--- config.mk ---
export PLATFORM = sky130hd
export DESIGN_NAME = dcbf_top
export DESIGN_NICKNAME = d
export VERILOG_FILES = /design/src/rtl/dcbf_pkg.sv /design/src/rtl/dcbf_top.sv /design/src/rtl/dcbf_queue.sv
export VERILOG_INCLUDE_DIRS = /design/src /design/src/rtl
export SDC_FILE = /design/constraint.sdc
export NUM_CORES = 2
export LEC_CHECK = 0
export BUFFER_PORTS_ARGS = -buffer_cell sky130_fd_sc_hd__buf_2
export CAP_MARGIN = 25
export CORE_ASPECT_RATIO = 1.4
export CORE_MARGIN = 2
export CORE_UTILIZATION = 51
export CTS_BUF_LIST = sky130_fd_sc_hd__clkbuf_4
export DETAILED_ROUTE_END_ITERATION = 8
export GPL_ROUTABILITY_DRIVEN = 0
export GPL_TIMING_DRIVEN = 1
export PLACE_DENSITY_LB_ADDON = 0.12
export SYNTH_ARGS = -nofsm -noshare
export SYNTH_HDL_FRONTEND = slang
export SYNTH_MEMORY_MAX_BITS = 65536
export SYNTH_SLANG_ARGS = --single-unit
--- constraint.sdc ---
create_clock -name pclk -period 12 [get_ports pclk]
set_input_delay 1.2 -clock pclk [delete_from_list [all_inputs] [get_ports pclk]]
set_output_delay 1.2 -clock pclk [all_outputs]
set_load 0.03 [all_outputs]
--- src/rtl/dcbf_map.svh ---
// Purpose: Constants for the two-way queue block with mailboxes
// Assumes: Included by bare name after the timescale line
// Notes: Offsets are byte addresses on APB
`ifndef DCBF_MAP_SVH
`define DCBF_MAP_SVH
`define DCBF_DEPTH 64
`define DCBF_WIDTH 36
`define DCBF_ADDR_CTRL 12'h000
`define DCBF_ADDR_STATUS 12'h004
`define DCBF_ADDR_LEVEL 12'h008
`define DCBF_CTRL_RST 1'h1
`define DCBF_CTRL_EN_POS 0
`define DCBF_OFS_HH 5'h10
`define DCBF_OFS_HL 5'h0c
`define DCBF_OFS_LH 5'h08
`define DCBF_OFS_LL 5'h04
`define DCBF_MAIL_RST 1'h1
`define DCBF_ROOM_RST 1'h0
`define DCBF_AVAIL_RST 1'h0
`define DCBF_LOW_RST 1'h0
`define DCBF_HIGH_RST 1'h1
`define DCBF_LVL_POS_R 0
`define DCBF_LVL_POS_L 8
`define DCBF_LVL_POS_OFS 16
`endif

--- src/rtl/dcbf_pkg.sv ---
// Purpose: Types shared by the two-way queue block
// Assumes: Nothing
// Notes: Width codes follow the two right width-select pins, high pin first
package dcbf_pkg;
	typedef enum logic [1:0] {
		DCBF_W_LONG = 2'b00,
		DCBF_W_HALF = 2'b01,
		DCBF_W_BYTE = 2'b10,
		DCBF_W_MAIL = 2'b11
	} dcbf_width_e;
	typedef enum logic [1:0] {
		DCBF_B_SYNC0 = 2'b00,
		DCBF_B_SYNC1 = 2'b01,
		DCBF_B_LOAD = 2'b10,
		DCBF_B_RUN = 2'b11
	} dcbf_boot_e;
	typedef logic [4:0] dcbf_ofs_t;
endpackage : dcbf_pkg

--- src/rtl/dcbf_top.sv ---
// Purpose: Two opposite queues with mailboxes between a left and a right port
// Assumes: Port clocks are at most a quarter of pclk, high and low two pclk each
// Notes: All port pins pass two pclk flip-flops; port edges are detected on pclk
//
// Overview of operation
// - Reset clears pointers, sets flags to start values
// - Room flags rise two own-port edges after reset
// - Offset picks load threshold on third pclk after reset release
// - Bus drives only with select and direction low
// - Qualified left write stores into rightward queue
// - Qualified left read loads leftward output register
// - Qualified right write stores into leftward queue
// - Qualified right read loads rightward output register
// - Queue flags pass two stages on their port clock
// - Reads ignored while empty; read pointer advances
// - Narrow reads keep flag until last slice read
// - Avail flag rises second reader edge after write
// - Counting starts on first edge after the event
// - Writes ignored while full; write pointer advances
// - Room flag rises second writer edge after read
// - Low-level flag tracks offset, two reader edges
// - High-level flag tracks depth minus offset
// - Mailbox writes selected by pick or width pins
// - Mailbox write drops flag; further writes ignored
// - Left bus shows queue register or leftward mailbox
// - Right bus shows rightward output register or rightward mailbox
// - Right mailbox read raises rightward mail flag
// - Left mailbox read raises leftward mail flag
// - Mailbox contents change only on accepted write
//
// Chosen here: the APB register port and the address map.
`timescale 1ns/100ps
`include "dcbf_map.svh"
module dcbf_top
	import dcbf_pkg::*;
#(
	parameter int DEPTH = `DCBF_DEPTH,
	parameter int WIDTH = `DCBF_WIDTH
)
(
	input wire logic pclk,
	input wire logic presetn,
	input wire logic [11:0] paddr,
	input wire logic psel,
	input wire logic penable,
	input wire logic pwrite,
	input wire logic [31:0] pwdata,
	output logic [31:0] prdata,
	output logic pready,
	output logic pslverr,
	input wire logic offset_pick_0,
	input wire logic offset_pick_1,
	input wire logic left_clock,
	input wire logic left_select_n,
	input wire logic left_direction,
	input wire logic left_strobe,
	input wire logic left_mail_pick,
	input wire logic [WIDTH-1:0] left_bus_in,
	output logic [WIDTH-1:0] left_bus_out,
	output logic left_bus_oe,
	input wire logic right_clock,
	input wire logic right_select_n,
	input wire logic right_direction,
	input wire logic right_strobe,
	input wire logic right_width_sel_lo,
	input wire logic right_width_sel_hi,
	input wire logic [WIDTH-1:0] right_bus_in,
	output logic [WIDTH-1:0] right_bus_out,
	output logic right_bus_oe,
	output logic left_room_flag,
	output logic left_avail_flag,
	output logic left_low_level_flag,
	output logic left_high_level_flag,
	output logic right_room_flag,
	output logic right_avail_flag,
	output logic right_low_level_flag,
	output logic right_high_level_flag,
	output logic rightward_mail_flag,
	output logic leftward_mail_flag
);
	localparam int AW = $clog2(DEPTH);
	localparam int LW = WIDTH + 5;
	localparam int RW = WIDTH + 6;
	localparam int Q = WIDTH / 4;

	generate
		if ((WIDTH % 4 != 0) || (AW > 6))
		begin : g_bad_size
			$error("dcbf_top: WIDTH must split in four bytes and DEPTH fit 7 level bits");
		end
	endgenerate

	// Pin synchronisers
	logic [LW-1:0] l_s1_ff, l_s2_ff;
	logic [RW-1:0] r_s1_ff, r_s2_ff;
	logic [1:0] pick_s1_ff, pick_s2_ff;
	logic l_clk_d_ff, r_clk_d_ff;

	always_ff @(posedge pclk or negedge presetn)
	begin
		if (!presetn)
		begin
			l_s1_ff <= '0;
			l_s2_ff <= '0;
			r_s1_ff <= '0;
			r_s2_ff <= '0;
			pick_s1_ff <= '0;
			pick_s2_ff <= '0;
			l_clk_d_ff <= 1'h0;
			r_clk_d_ff <= 1'h0;
		end
		else
		begin
			l_s1_ff <= {left_clock, left_select_n, left_direction, left_strobe, left_mail_pick, left_bus_in};
			l_s2_ff <= l_s1_ff;
			r_s1_ff <= {right_clock, right_select_n, right_direction, right_strobe,
				right_width_sel_hi, right_width_sel_lo, right_bus_in};
			r_s2_ff <= r_s1_ff;
			pick_s1_ff <= {offset_pick_1, offset_pick_0};
			pick_s2_ff <= pick_s1_ff;
			l_clk_d_ff <= l_s2_ff[LW-1];
			r_clk_d_ff <= r_s2_ff[RW-1];
		end
	end

	logic l_sel_n, l_dir, l_strb, l_pick;
	logic r_sel_n, r_dir, r_strb;
	logic [WIDTH-1:0] l_data, r_data;
	dcbf_width_e r_mode;

	assign l_sel_n = l_s2_ff[LW-2];
	assign l_dir = l_s2_ff[LW-3];
	assign l_strb = l_s2_ff[LW-4];
	assign l_pick = l_s2_ff[LW-5];
	assign l_data = l_s2_ff[WIDTH-1:0];
	assign r_sel_n = r_s2_ff[RW-2];
	assign r_dir = r_s2_ff[RW-3];
	assign r_strb = r_s2_ff[RW-4];
	assign r_mode = dcbf_width_e'(r_s2_ff[RW-5:RW-6]);
	assign r_data = r_s2_ff[WIDTH-1:0];

	// Start-up: wait for the offset picks to pass the synchroniser, then load
	dcbf_boot_e boot_ff, nxt_boot;
	dcbf_ofs_t offset_ff;
	logic ctrl_en_ff;
	logic ports_on;

	always_comb
	begin
		case (boot_ff)
			DCBF_B_SYNC0: nxt_boot = DCBF_B_SYNC1;
			DCBF_B_SYNC1: nxt_boot = DCBF_B_LOAD;
			DCBF_B_LOAD: nxt_boot = DCBF_B_RUN;
			default: nxt_boot = DCBF_B_RUN;
		endcase
	end

	always_ff @(posedge pclk or negedge presetn)
	begin
		if (!presetn)
		begin
			boot_ff <= DCBF_B_SYNC0;
			offset_ff <= `DCBF_OFS_LL;
		end
		else
		begin
			boot_ff <= nxt_boot;
			if (boot_ff == DCBF_B_LOAD)
			begin
				case (pick_s2_ff)
					2'b11: offset_ff <= `DCBF_OFS_HH;
					2'b10: offset_ff <= `DCBF_OFS_HL;
					2'b01: offset_ff <= `DCBF_OFS_LH;
					default: offset_ff <= `DCBF_OFS_LL;
				endcase
			end
		end
	end

	assign ports_on = (boot_ff == DCBF_B_RUN) & ctrl_en_ff;

	// Port edge and request decode
	logic l_edge, r_edge, l_wr, l_rd, r_wr, r_rd, r_mail;
	logic l_push, l_pop, l_mail_wr, l_mail_rd;
	logic r_push, r_rd_q, r_pop, r_mail_wr, r_mail_rd;

	assign l_edge = l_s2_ff[LW-1] & ~l_clk_d_ff & ports_on;
	assign r_edge = r_s2_ff[RW-1] & ~r_clk_d_ff & ports_on;
	assign l_wr = l_edge & ~l_sel_n & l_dir & l_strb;
	assign l_rd = l_edge & ~l_sel_n & ~l_dir & l_strb;
	assign r_wr = r_edge & ~r_sel_n & r_dir & r_strb;
	assign r_rd = r_edge & ~r_sel_n & ~r_dir & r_strb;
	assign r_mail = (r_mode == DCBF_W_MAIL);

	assign l_push = l_wr & ~l_pick & left_room_flag;
	assign l_pop = l_rd & ~l_pick & left_avail_flag;
	assign l_mail_wr = l_wr & l_pick & rightward_mail_flag;
	assign l_mail_rd = l_rd & l_pick;
	assign r_push = r_wr & ~r_mail & right_room_flag;
	assign r_rd_q = r_rd & ~r_mail & right_avail_flag;
	assign r_mail_wr = r_wr & r_mail & leftward_mail_flag;
	assign r_mail_rd = r_rd & r_mail;

	// Narrow right reads: one word popped, its slices shifted out low first
	logic [1:0] slice_ff, nxt_slice;
	dcbf_width_e last_mode_ff, nxt_mode;
	logic [WIDTH-1:0] shift_ff, nxt_shift;
	logic r_keep, r_hold_next;
	logic [WIDTH-1:0] rq_head, lq_head;
	logic [AW:0] rq_level, lq_level;

	// A new width drops any unread slices of the previous word
	assign r_keep = (slice_ff != 2'h0) && (r_mode == last_mode_ff);
	assign r_pop = r_rd_q & ~r_keep;

	always_comb
	begin
		nxt_slice = slice_ff;
		nxt_shift = shift_ff;
		nxt_mode = last_mode_ff;
		if (r_rd_q)
		begin
			nxt_mode = r_mode;
			if (r_keep)
			begin
				nxt_slice = slice_ff - 2'h1;
				nxt_shift = (r_mode == DCBF_W_BYTE) ? (shift_ff >> Q) : (shift_ff >> (2 * Q));
			end
			else
			begin
				nxt_shift = rq_head;
				case (r_mode)
					DCBF_W_HALF: nxt_slice = 2'h1;
					DCBF_W_BYTE: nxt_slice = 2'h3;
					default: nxt_slice = 2'h0;
				endcase
			end
		end
	end

	assign r_hold_next = (nxt_slice != 2'h0);

	always_ff @(posedge pclk or negedge presetn)
	begin
		if (!presetn)
		begin
			slice_ff <= 2'h0;
			shift_ff <= '0;
			last_mode_ff <= DCBF_W_LONG;
		end
		else
		begin
			slice_ff <= nxt_slice;
			shift_ff <= nxt_shift;
			last_mode_ff <= nxt_mode;
		end
	end

	dcbf_queue #(
		.DEPTH(DEPTH),
		.WIDTH(WIDTH)
	) u_rightward_queue (
		.pclk(pclk),
		.presetn(presetn),
		.offset(offset_ff),
		.wr_edge(l_edge),
		.wr_push(l_push),
		.wr_data(l_data),
		.rd_edge(r_edge),
		.rd_pop(r_pop),
		.rd_hold_next(r_hold_next),
		.room_flag(left_room_flag),
		.high_flag(left_high_level_flag),
		.avail_flag(right_avail_flag),
		.low_flag(right_low_level_flag),
		.head(rq_head),
		.level(rq_level)
	);

	dcbf_queue #(
		.DEPTH(DEPTH),
		.WIDTH(WIDTH)
	) u_leftward_queue (
		.pclk(pclk),
		.presetn(presetn),
		.offset(offset_ff),
		.wr_edge(r_edge),
		.wr_push(r_push),
		.wr_data(r_data),
		.rd_edge(l_edge),
		.rd_pop(l_pop),
		.rd_hold_next(1'b0),
		.room_flag(right_room_flag),
		.high_flag(right_high_level_flag),
		.avail_flag(left_avail_flag),
		.low_flag(left_low_level_flag),
		.head(lq_head),
		.level(lq_level)
	);

	// Left output register of the leftward queue
	logic [WIDTH-1:0] l_out_ff;

	always_ff @(posedge pclk or negedge presetn)
	begin
		if (!presetn)
			l_out_ff <= '0;
		else if (l_pop)
			l_out_ff <= lq_head;
	end

	// Mailboxes; a write wins over a read of the same mailbox in one cycle
	logic [WIDTH-1:0] rmail_ff, lmail_ff;
	logic rmail_flag_ff, lmail_flag_ff;

	always_ff @(posedge pclk or negedge presetn)
	begin
		if (!presetn)
		begin
			rmail_ff <= '0;
			rmail_flag_ff <= `DCBF_MAIL_RST;
		end
		else if (l_mail_wr)
		begin
			rmail_ff <= l_data;
			rmail_flag_ff <= 1'h0;
		end
		else if (r_mail_rd)
			rmail_flag_ff <= 1'h1;
	end

	always_ff @(posedge pclk or negedge presetn)
	begin
		if (!presetn)
		begin
			lmail_ff <= '0;
			lmail_flag_ff <= `DCBF_MAIL_RST;
		end
		else if (r_mail_wr)
		begin
			lmail_ff <= r_data;
			lmail_flag_ff <= 1'h0;
		end
		else if (l_mail_rd)
			lmail_flag_ff <= 1'h1;
	end

	assign rightward_mail_flag = rmail_flag_ff;
	assign leftward_mail_flag = lmail_flag_ff;

	// Bus drivers
	logic [WIDTH-1:0] l_bus_ff, r_bus_ff;
	logic l_oe_ff, r_oe_ff;

	always_ff @(posedge pclk or negedge presetn)
	begin
		if (!presetn)
		begin
			l_bus_ff <= '0;
			r_bus_ff <= '0;
			l_oe_ff <= 1'h0;
			r_oe_ff <= 1'h0;
		end
		else
		begin
			l_oe_ff <= ~l_sel_n & ~l_dir;
			r_oe_ff <= ~r_sel_n & ~r_dir;
			l_bus_ff <= l_pick ? lmail_ff : l_out_ff;
			r_bus_ff <= r_mail ? rmail_ff : shift_ff;
		end
	end

	assign left_bus_out = l_bus_ff;
	assign left_bus_oe = l_oe_ff;
	assign right_bus_out = r_bus_ff;
	assign right_bus_oe = r_oe_ff;

	// APB slave: answer in the first access cycle, no wait states
	logic [31:0] rd_val;
	logic known;
	logic pready_ff, pslverr_ff;
	logic [31:0] prdata_ff;

	always_comb
	begin
		rd_val = 32'h0;
		known = 1'b1;
		if (paddr == `DCBF_ADDR_CTRL)
			rd_val[`DCBF_CTRL_EN_POS] = ctrl_en_ff;
		else if (paddr == `DCBF_ADDR_STATUS)
			rd_val = {21'h0, (boot_ff == DCBF_B_RUN), lmail_flag_ff, rmail_flag_ff,
				right_high_level_flag, right_low_level_flag, right_avail_flag, right_room_flag,
				left_high_level_flag, left_low_level_flag, left_avail_flag, left_room_flag};
		else if (paddr == `DCBF_ADDR_LEVEL)
		begin
			rd_val[`DCBF_LVL_POS_R +: 7] = 7'(rq_level);
			rd_val[`DCBF_LVL_POS_L +: 7] = 7'(lq_level);
			rd_val[`DCBF_LVL_POS_OFS +: 5] = offset_ff;
		end
		else
			known = 1'b0;
	end

	always_ff @(posedge pclk or negedge presetn)
	begin
		if (!presetn)
		begin
			pready_ff <= 1'h0;
			pslverr_ff <= 1'h0;
			prdata_ff <= 32'h0;
		end
		else
		begin
			pready_ff <= psel & ~penable;
			if (psel & ~penable)
			begin
				pslverr_ff <= ~known;
				prdata_ff <= pwrite ? 32'h0 : rd_val;
			end
		end
	end

	always_ff @(posedge pclk or negedge presetn)
	begin
		if (!presetn)
			ctrl_en_ff <= `DCBF_CTRL_RST;
		else if (psel & penable & pready_ff & pwrite & (paddr == `DCBF_ADDR_CTRL))
			ctrl_en_ff <= pwdata[`DCBF_CTRL_EN_POS];
	end

	assign prdata = prdata_ff;
	assign pready = pready_ff;
	assign pslverr = pslverr_ff;
endmodule : dcbf_top

--- src/rtl/dcbf_queue.sv ---
// Purpose: One queue with its writer-side and reader-side level flags
// Assumes: Caller qualifies push and pop with the flags it reads back
// Notes: Flags turn bad at once on the own port, good after two port edges
`timescale 1ns/100ps
`include "dcbf_map.svh"
module dcbf_queue
	import dcbf_pkg::*;
#(
	parameter int DEPTH = `DCBF_DEPTH,
	parameter int WIDTH = `DCBF_WIDTH
)
(
	input wire logic pclk,
	input wire logic presetn,
	input wire dcbf_ofs_t offset,
	input wire logic wr_edge,
	input wire logic wr_push,
	input wire logic [WIDTH-1:0] wr_data,
	input wire logic rd_edge,
	input wire logic rd_pop,
	input wire logic rd_hold_next,
	output logic room_flag,
	output logic high_flag,
	output logic avail_flag,
	output logic low_flag,
	output logic [WIDTH-1:0] head,
	output logic [$clog2(DEPTH):0] level
);
	localparam int AW = $clog2(DEPTH);
	localparam logic [AW+1:0] FULL_W = (AW+2)'(DEPTH);

	generate
		if ((DEPTH != (1 << AW)) || (DEPTH < 32))
		begin : g_bad_depth
			$error("dcbf_queue: DEPTH must be a power of two of at least 32");
		end
	endgenerate

	logic [WIDTH-1:0] mem [DEPTH];
	logic [AW-1:0] wptr_ff;
	logic [AW-1:0] rptr_ff;
	logic [AW:0] level_ff;
	logic do_push;
	logic do_pop;
	logic [AW+1:0] x_w;
	logic [AW+1:0] lvl_up;
	logic [AW+1:0] lvl_dn;
	logic room_s_ff, high_s_ff, avail_s_ff, low_s_ff;
	logic room_ff, high_ff, avail_ff, low_ff;

	assign do_push = wr_push & (level_ff != FULL_W[AW:0]);
	assign do_pop = rd_pop & (level_ff != '0);
	assign x_w = (AW+2)'(offset);
	assign lvl_up = (AW+2)'(level_ff) + (AW+2)'(do_push);
	assign lvl_dn = (AW+2)'(level_ff) - (AW+2)'(do_pop);

	always_ff @(posedge pclk)
	begin
		if (do_push)
			mem[wptr_ff] <= wr_data;
	end

	// Pointers and fill level
	always_ff @(posedge pclk or negedge presetn)
	begin
		if (!presetn)
		begin
			wptr_ff <= '0;
			rptr_ff <= '0;
			level_ff <= '0;
		end
		else
		begin
			wptr_ff <= wptr_ff + AW'(do_push);
			rptr_ff <= rptr_ff + AW'(do_pop);
			level_ff <= level_ff + (AW+1)'(do_push) - (AW+1)'(do_pop);
		end
	end

	// Writer-side flags step only on writer port edges
	always_ff @(posedge pclk or negedge presetn)
	begin
		if (!presetn)
		begin
			room_s_ff <= `DCBF_ROOM_RST;
			room_ff <= `DCBF_ROOM_RST;
			high_s_ff <= `DCBF_HIGH_RST;
			high_ff <= `DCBF_HIGH_RST;
		end
		else if (wr_edge)
		begin
			room_s_ff <= (lvl_up < FULL_W);
			room_ff <= room_s_ff & (lvl_up < FULL_W);
			high_s_ff <= (lvl_up < FULL_W - x_w);
			high_ff <= high_s_ff & (lvl_up < FULL_W - x_w);
		end
	end

	// Reader-side flags step only on reader port edges
	always_ff @(posedge pclk or negedge presetn)
	begin
		if (!presetn)
		begin
			avail_s_ff <= `DCBF_AVAIL_RST;
			avail_ff <= `DCBF_AVAIL_RST;
			low_s_ff <= `DCBF_LOW_RST;
			low_ff <= `DCBF_LOW_RST;
		end
		else if (rd_edge)
		begin
			avail_s_ff <= (lvl_dn != '0) | rd_hold_next;
			avail_ff <= avail_s_ff & ((lvl_dn != '0) | rd_hold_next);
			low_s_ff <= (lvl_dn > x_w);
			low_ff <= low_s_ff & (lvl_dn > x_w);
		end
	end

	assign room_flag = room_ff;
	assign high_flag = high_ff;
	assign avail_flag = avail_ff;
	assign low_flag = low_ff;
	assign head = mem[rptr_ff];
	assign level = level_ff;
endmodule : dcbf_queue

==> key figures <==
STA
  • Final hold vios: 0
  • Clock skew: approximately 150 ps
  • Actual slew at the worst max-slew pin: ~1100 ps
  • Final setup viols: 0
  • Final Hold Slack: 175 ps
  • Slew HR: 25.5%
  • Tmin final: 5090 ps
  • RSZ-0062 raised after global routing: false
  • F_max: around 200 MHz
  • Max-slew violation count: 0
  • Crit share post-route: between 40% and 50%
  • TNS Setup: 0 ps

Global routing
  • GR peak layer: met2
  • GRT met1 Usage: a little under a third
  • Total GRT Usage: around 27%
  • Largest net degree at the start of global routing: 135
  • Met3 Usage GRT: under 10%
  • GRT Residual Overflow: 0
  • Initial antenna violation count: 14
  • First-pass GRT wire length: roughly 730000 um
  • Met2 global-route usage: 49.1%
  • Vias in the first global route: approximately 100k

Run
  • Max Cap Viol: 0

Place
  • Port bufs: 206
  • Cell Count Post-Placement: 13.9k
  • Hpwl dp: 280000 um

Power and ir drop
  • Sw frac: about a fifth
  • Leak: 71.0 nW
  • Sequential Power Share: 57.5%
  • Clk pwr share: roughly two fifths
  • PD cells: ~150 mW/mm2
  • Switch Pwr: 7.01 mW
  • Combinational group share of total power: 1.2%
  • IR drop worst, VDD: around 0.11 mV
  • Internal: 26.7 mW
  • Total power: between 30 and 40 mW

Clock tree
  • Worst-path clk slew: about 70 ps
  • Num CTS Buffers: around 1.3k
  • Clk sinks: between 5k and 6k
  • # resized after CTS: 0
  • Root buf cell: clkbuf_4
  • Clock Latency Late Sink: about 1800 ps
  • CTS tree: built
  • Htree depth: 7
  • Maximum clock path buffer count: 5

Critical path
  • Most used cell, CP: buf_4
  • Crit end category: flip-flop
  • Worst setup SP type: flip-flop
  • CP arrival: roughly 6700 ps
  • WP buf/inv: 3
  • Critical Path Fanout Max: 46
  • Crit path kind: flip-flop to flip-flop
  • Crit path largest cell delay: 990 ps
  • Required @ worst endpoint: between 10000 and 15000 ps
  • CP Cell Sequence: buf_4 > buf_4 > buf_4 > mux4_2 > mux4_2 > a21oi_1 > o31ai_1
  • CP max-delay cell: dfrtp_4
  • FF-to-FF setup slack: between 6000 and 7000 ps
  • Cell family with most CP delay: buffers and inverters

Logic synthesis
  • Distinct cells, synth: 71
  • Most used DFF post-synth: edfxtp_1
  • Post-synth EDFFs: roughly 4.6k
  • Post-synth ARST share: under 10%
  • Post-synthesis sequential area ratio: between 70% and 80%
  • Cells after synthesis: 8908
  • Synth warn: 0
  • Netlist Area Pre-Place: between 0.15 and 0.2 mm2
  • Mapped Avg Cell Area: between 20 and 25 um2
  • Synth Register Bits: approximately 5k

Floorplan
  • Num ports: 252
  • Core area: between 0.3 and 0.4 mm2
  • Initial cell density of the core: about half
  • Die Area: 0.385 mm2
  • Height of the die: 734 um
  • Die X: roughly 530 um
  • Rows: approximately 270

Run status
  • Status: finished, final reports clean

Min path
  • Hold WC Path Type: input port to async pin

Drt
  • Post-DRT Antenna Nets: 0
  • Final WL: 516000 um
  • DR pass1 iterations: 6
  • Drt initial violations: 8980
  • Vias: between 90k and 100k
  • DRC Markers: 0
  • Routed vias/inst: about 6.0
  • Drt wl/cell: approximately 32 um

Final layout
  • Fillers: roughly 28k
  • Area grow syn2layout: 13.7%
  • Share of layout cells above drive strength 1: around a third
  • Register Area: between 0.15 and 0.2 mm2
  • Final net count: around 11k
  • Fin cells: 16.3k
  • Area of the multi-input gates: 0.0419 mm2
[registers in the layout, summed over array words and instances, names as in the netlist, 36 cells and up]
| name | count |
|---|---|
| u_leftward_queue.mem | 2304 |
| u_rightward_queue.mem | 2304 |
| r_s1_ff | 42 |
| r_s2_ff | 42 |
| l_s1_ff | 41 |
| l_s2_ff | 41 |
| l_out_ff | 36 |
| left_bus_out | 36 |
| lmail_ff | 36 |
| right_bus_out | 36 |
| rmail_ff | 36 |
| shift_ff | 36 |
[per-layer routing]
metal / vias up / part of all wire [%] / wire, um
met4: 2 / 3.3 / 17300
met3: 895 / 5.8 / 29800
met2: 3858 / 55 / 283000
met1: 52700 / 36 / 186000
met5: - / 0.0023 / 12
li1: 41000 / - / -
[tightest hold or removal path: cells and delay by family]
kind,cells,cell delay [ps]
buf+inv,3,1110
[cells by family after synthesis]
kind of cell / Yosys count / share of synthesized area, %
AND/OR/NAND/NOR: 715 / 1.75
AO/OA/AOI/OAI: 680 / 2.34
adder cells (fa/ha/maj): 69 / 0.453
XOR/XNOR: 43 / 0.194
other: 1 / 0.00193
buffers and inverters: 546 / 1.42
flip-flops: 5084 / 77.5
multiplexers: 1770 / 16.3
[power groups by stage]
stage          registers (mW)  logic (mW)  clock network, mW
2_1_floorplan            19.8      0.0325                  0
3_3_place_gp             19.9       0.163                  0
3_5_place_dp             19.9       0.191                  0
4_1_cts                  19.5       0.239               14.3
5_1_grt                  19.4       0.430               15.3
6_report                 19.4       0.394               13.9
[through the flow]
| step | setup WS, ps | instance area (um2) | utilization (%) |
|---|---|---|---|
| after floorplan | 8020 | 194000 | - |
| after global placement | 6790 | 202000 | 53.4 |
| after detailed placement | 6760 | 202000 | 53.5 |
| after CTS | 6730 | 219000 | 58.0 |
| after global routing | 6590 | 220000 | 58.3 |
| final | 6910 | 220000 | 58.3 |
[final timing paths]
kind / start / end / cells after the start
worst max-delay path: u_leftward_queue.rptr_ff[0] / l_out_ff[32] / 7
worst min-delay path: presetn / l_s2_ff[3] / 3
worst max register to register: u_leftward_queue.rptr_ff[0] / l_out_ff[32] / 7
worst min register to register: l_s1_ff[27] / l_s2_ff[27] / 0
max in group asynchronous: presetn / r_s2_ff[17] / 5
min in group pclk: left_bus_in[35] / l_s1_ff[35] / 2
[Yosys cell counts (52+ instances only)]
| master | number | area share, % |
|---|---|---|
| inv_1 | 52 | 0.10 |
| o21ai_0 | 106 | 0.27 |
| nand3_1 | 73 | 0.19 |
| buf_2 | 119 | 0.31 |
| o22ai_1 | 141 | 0.45 |
| a21oi_1 | 128 | 0.33 |
| nand2_1 | 160 | 0.31 |
| nor2_1 | 207 | 0.40 |
| mux2_2 | 162 | 0.94 |
| nor3_1 | 107 | 0.28 |
| dfrtp_1 | 468 | 6.0 |
| clkbuf_1 | 192 | 0.37 |
| buf_4 | 86 | 0.33 |
| edfxtp_1 | 4608 | 71 |
| ha_1 | 67 | 0.43 |
| mux4_2 | 1099 | 13 |
| buf_1 | 65 | 0.13 |
| mux2i_1 | 509 | 2.6 |
[what timing repair did]
action,in CTS,in global routing
hold endpoints to repair,210,0
hold buffers,182,0
setup buffers,0,0
[cell usage in the layout (no fill, tap or decap), types with 19 or more instances in the layout]
cell type	Yosys	layout
mux2_2	162	162
mux2i_1	509	509
a21oi_1	128	128
a31oi_1	22	22
nand2_1	160	159
diode_2	0	25
a22oi_1	33	33
buf_12	0	64
and3_1	20	19
inv_1	52	51
ha_1	67	66
dfrtp_1	468	386
o221ai_1	42	42
and2_1	36	36
mux4_2	1099	1099
nor2_1	207	78
a211oi_1	46	46
buf_4	86	253
buf_2	119	207
clkinv_2	0	44
nor2b_1	35	33
nand3_1	73	71
nor2_4	0	129
o22ai_1	141	141
dlygate4sd3_1	0	181
o211ai_1	22	22
o21ai_0	106	106
xnor2_1	28	28
nor3_1	107	106
edfxtp_1	4608	4608
clkbuf_4	0	1853
dfrtp_2	0	72
a221oi_1	19	19
clkinv_1	1	226
[cell type report]
cell class / instances / area share [%]
antenna: 25 / 0.0284
multi-input combinational: 3291 / 19.0
timing repair buffer: 712 / 2.79
tap: 4976 / 2.83
clock inverter: 294 / 0.659
inverter: 54 / 0.0920
sequential: 5084 / 68.3
clock buffer: 1853 / 6.31
Power figures use the tool's default switching activity.
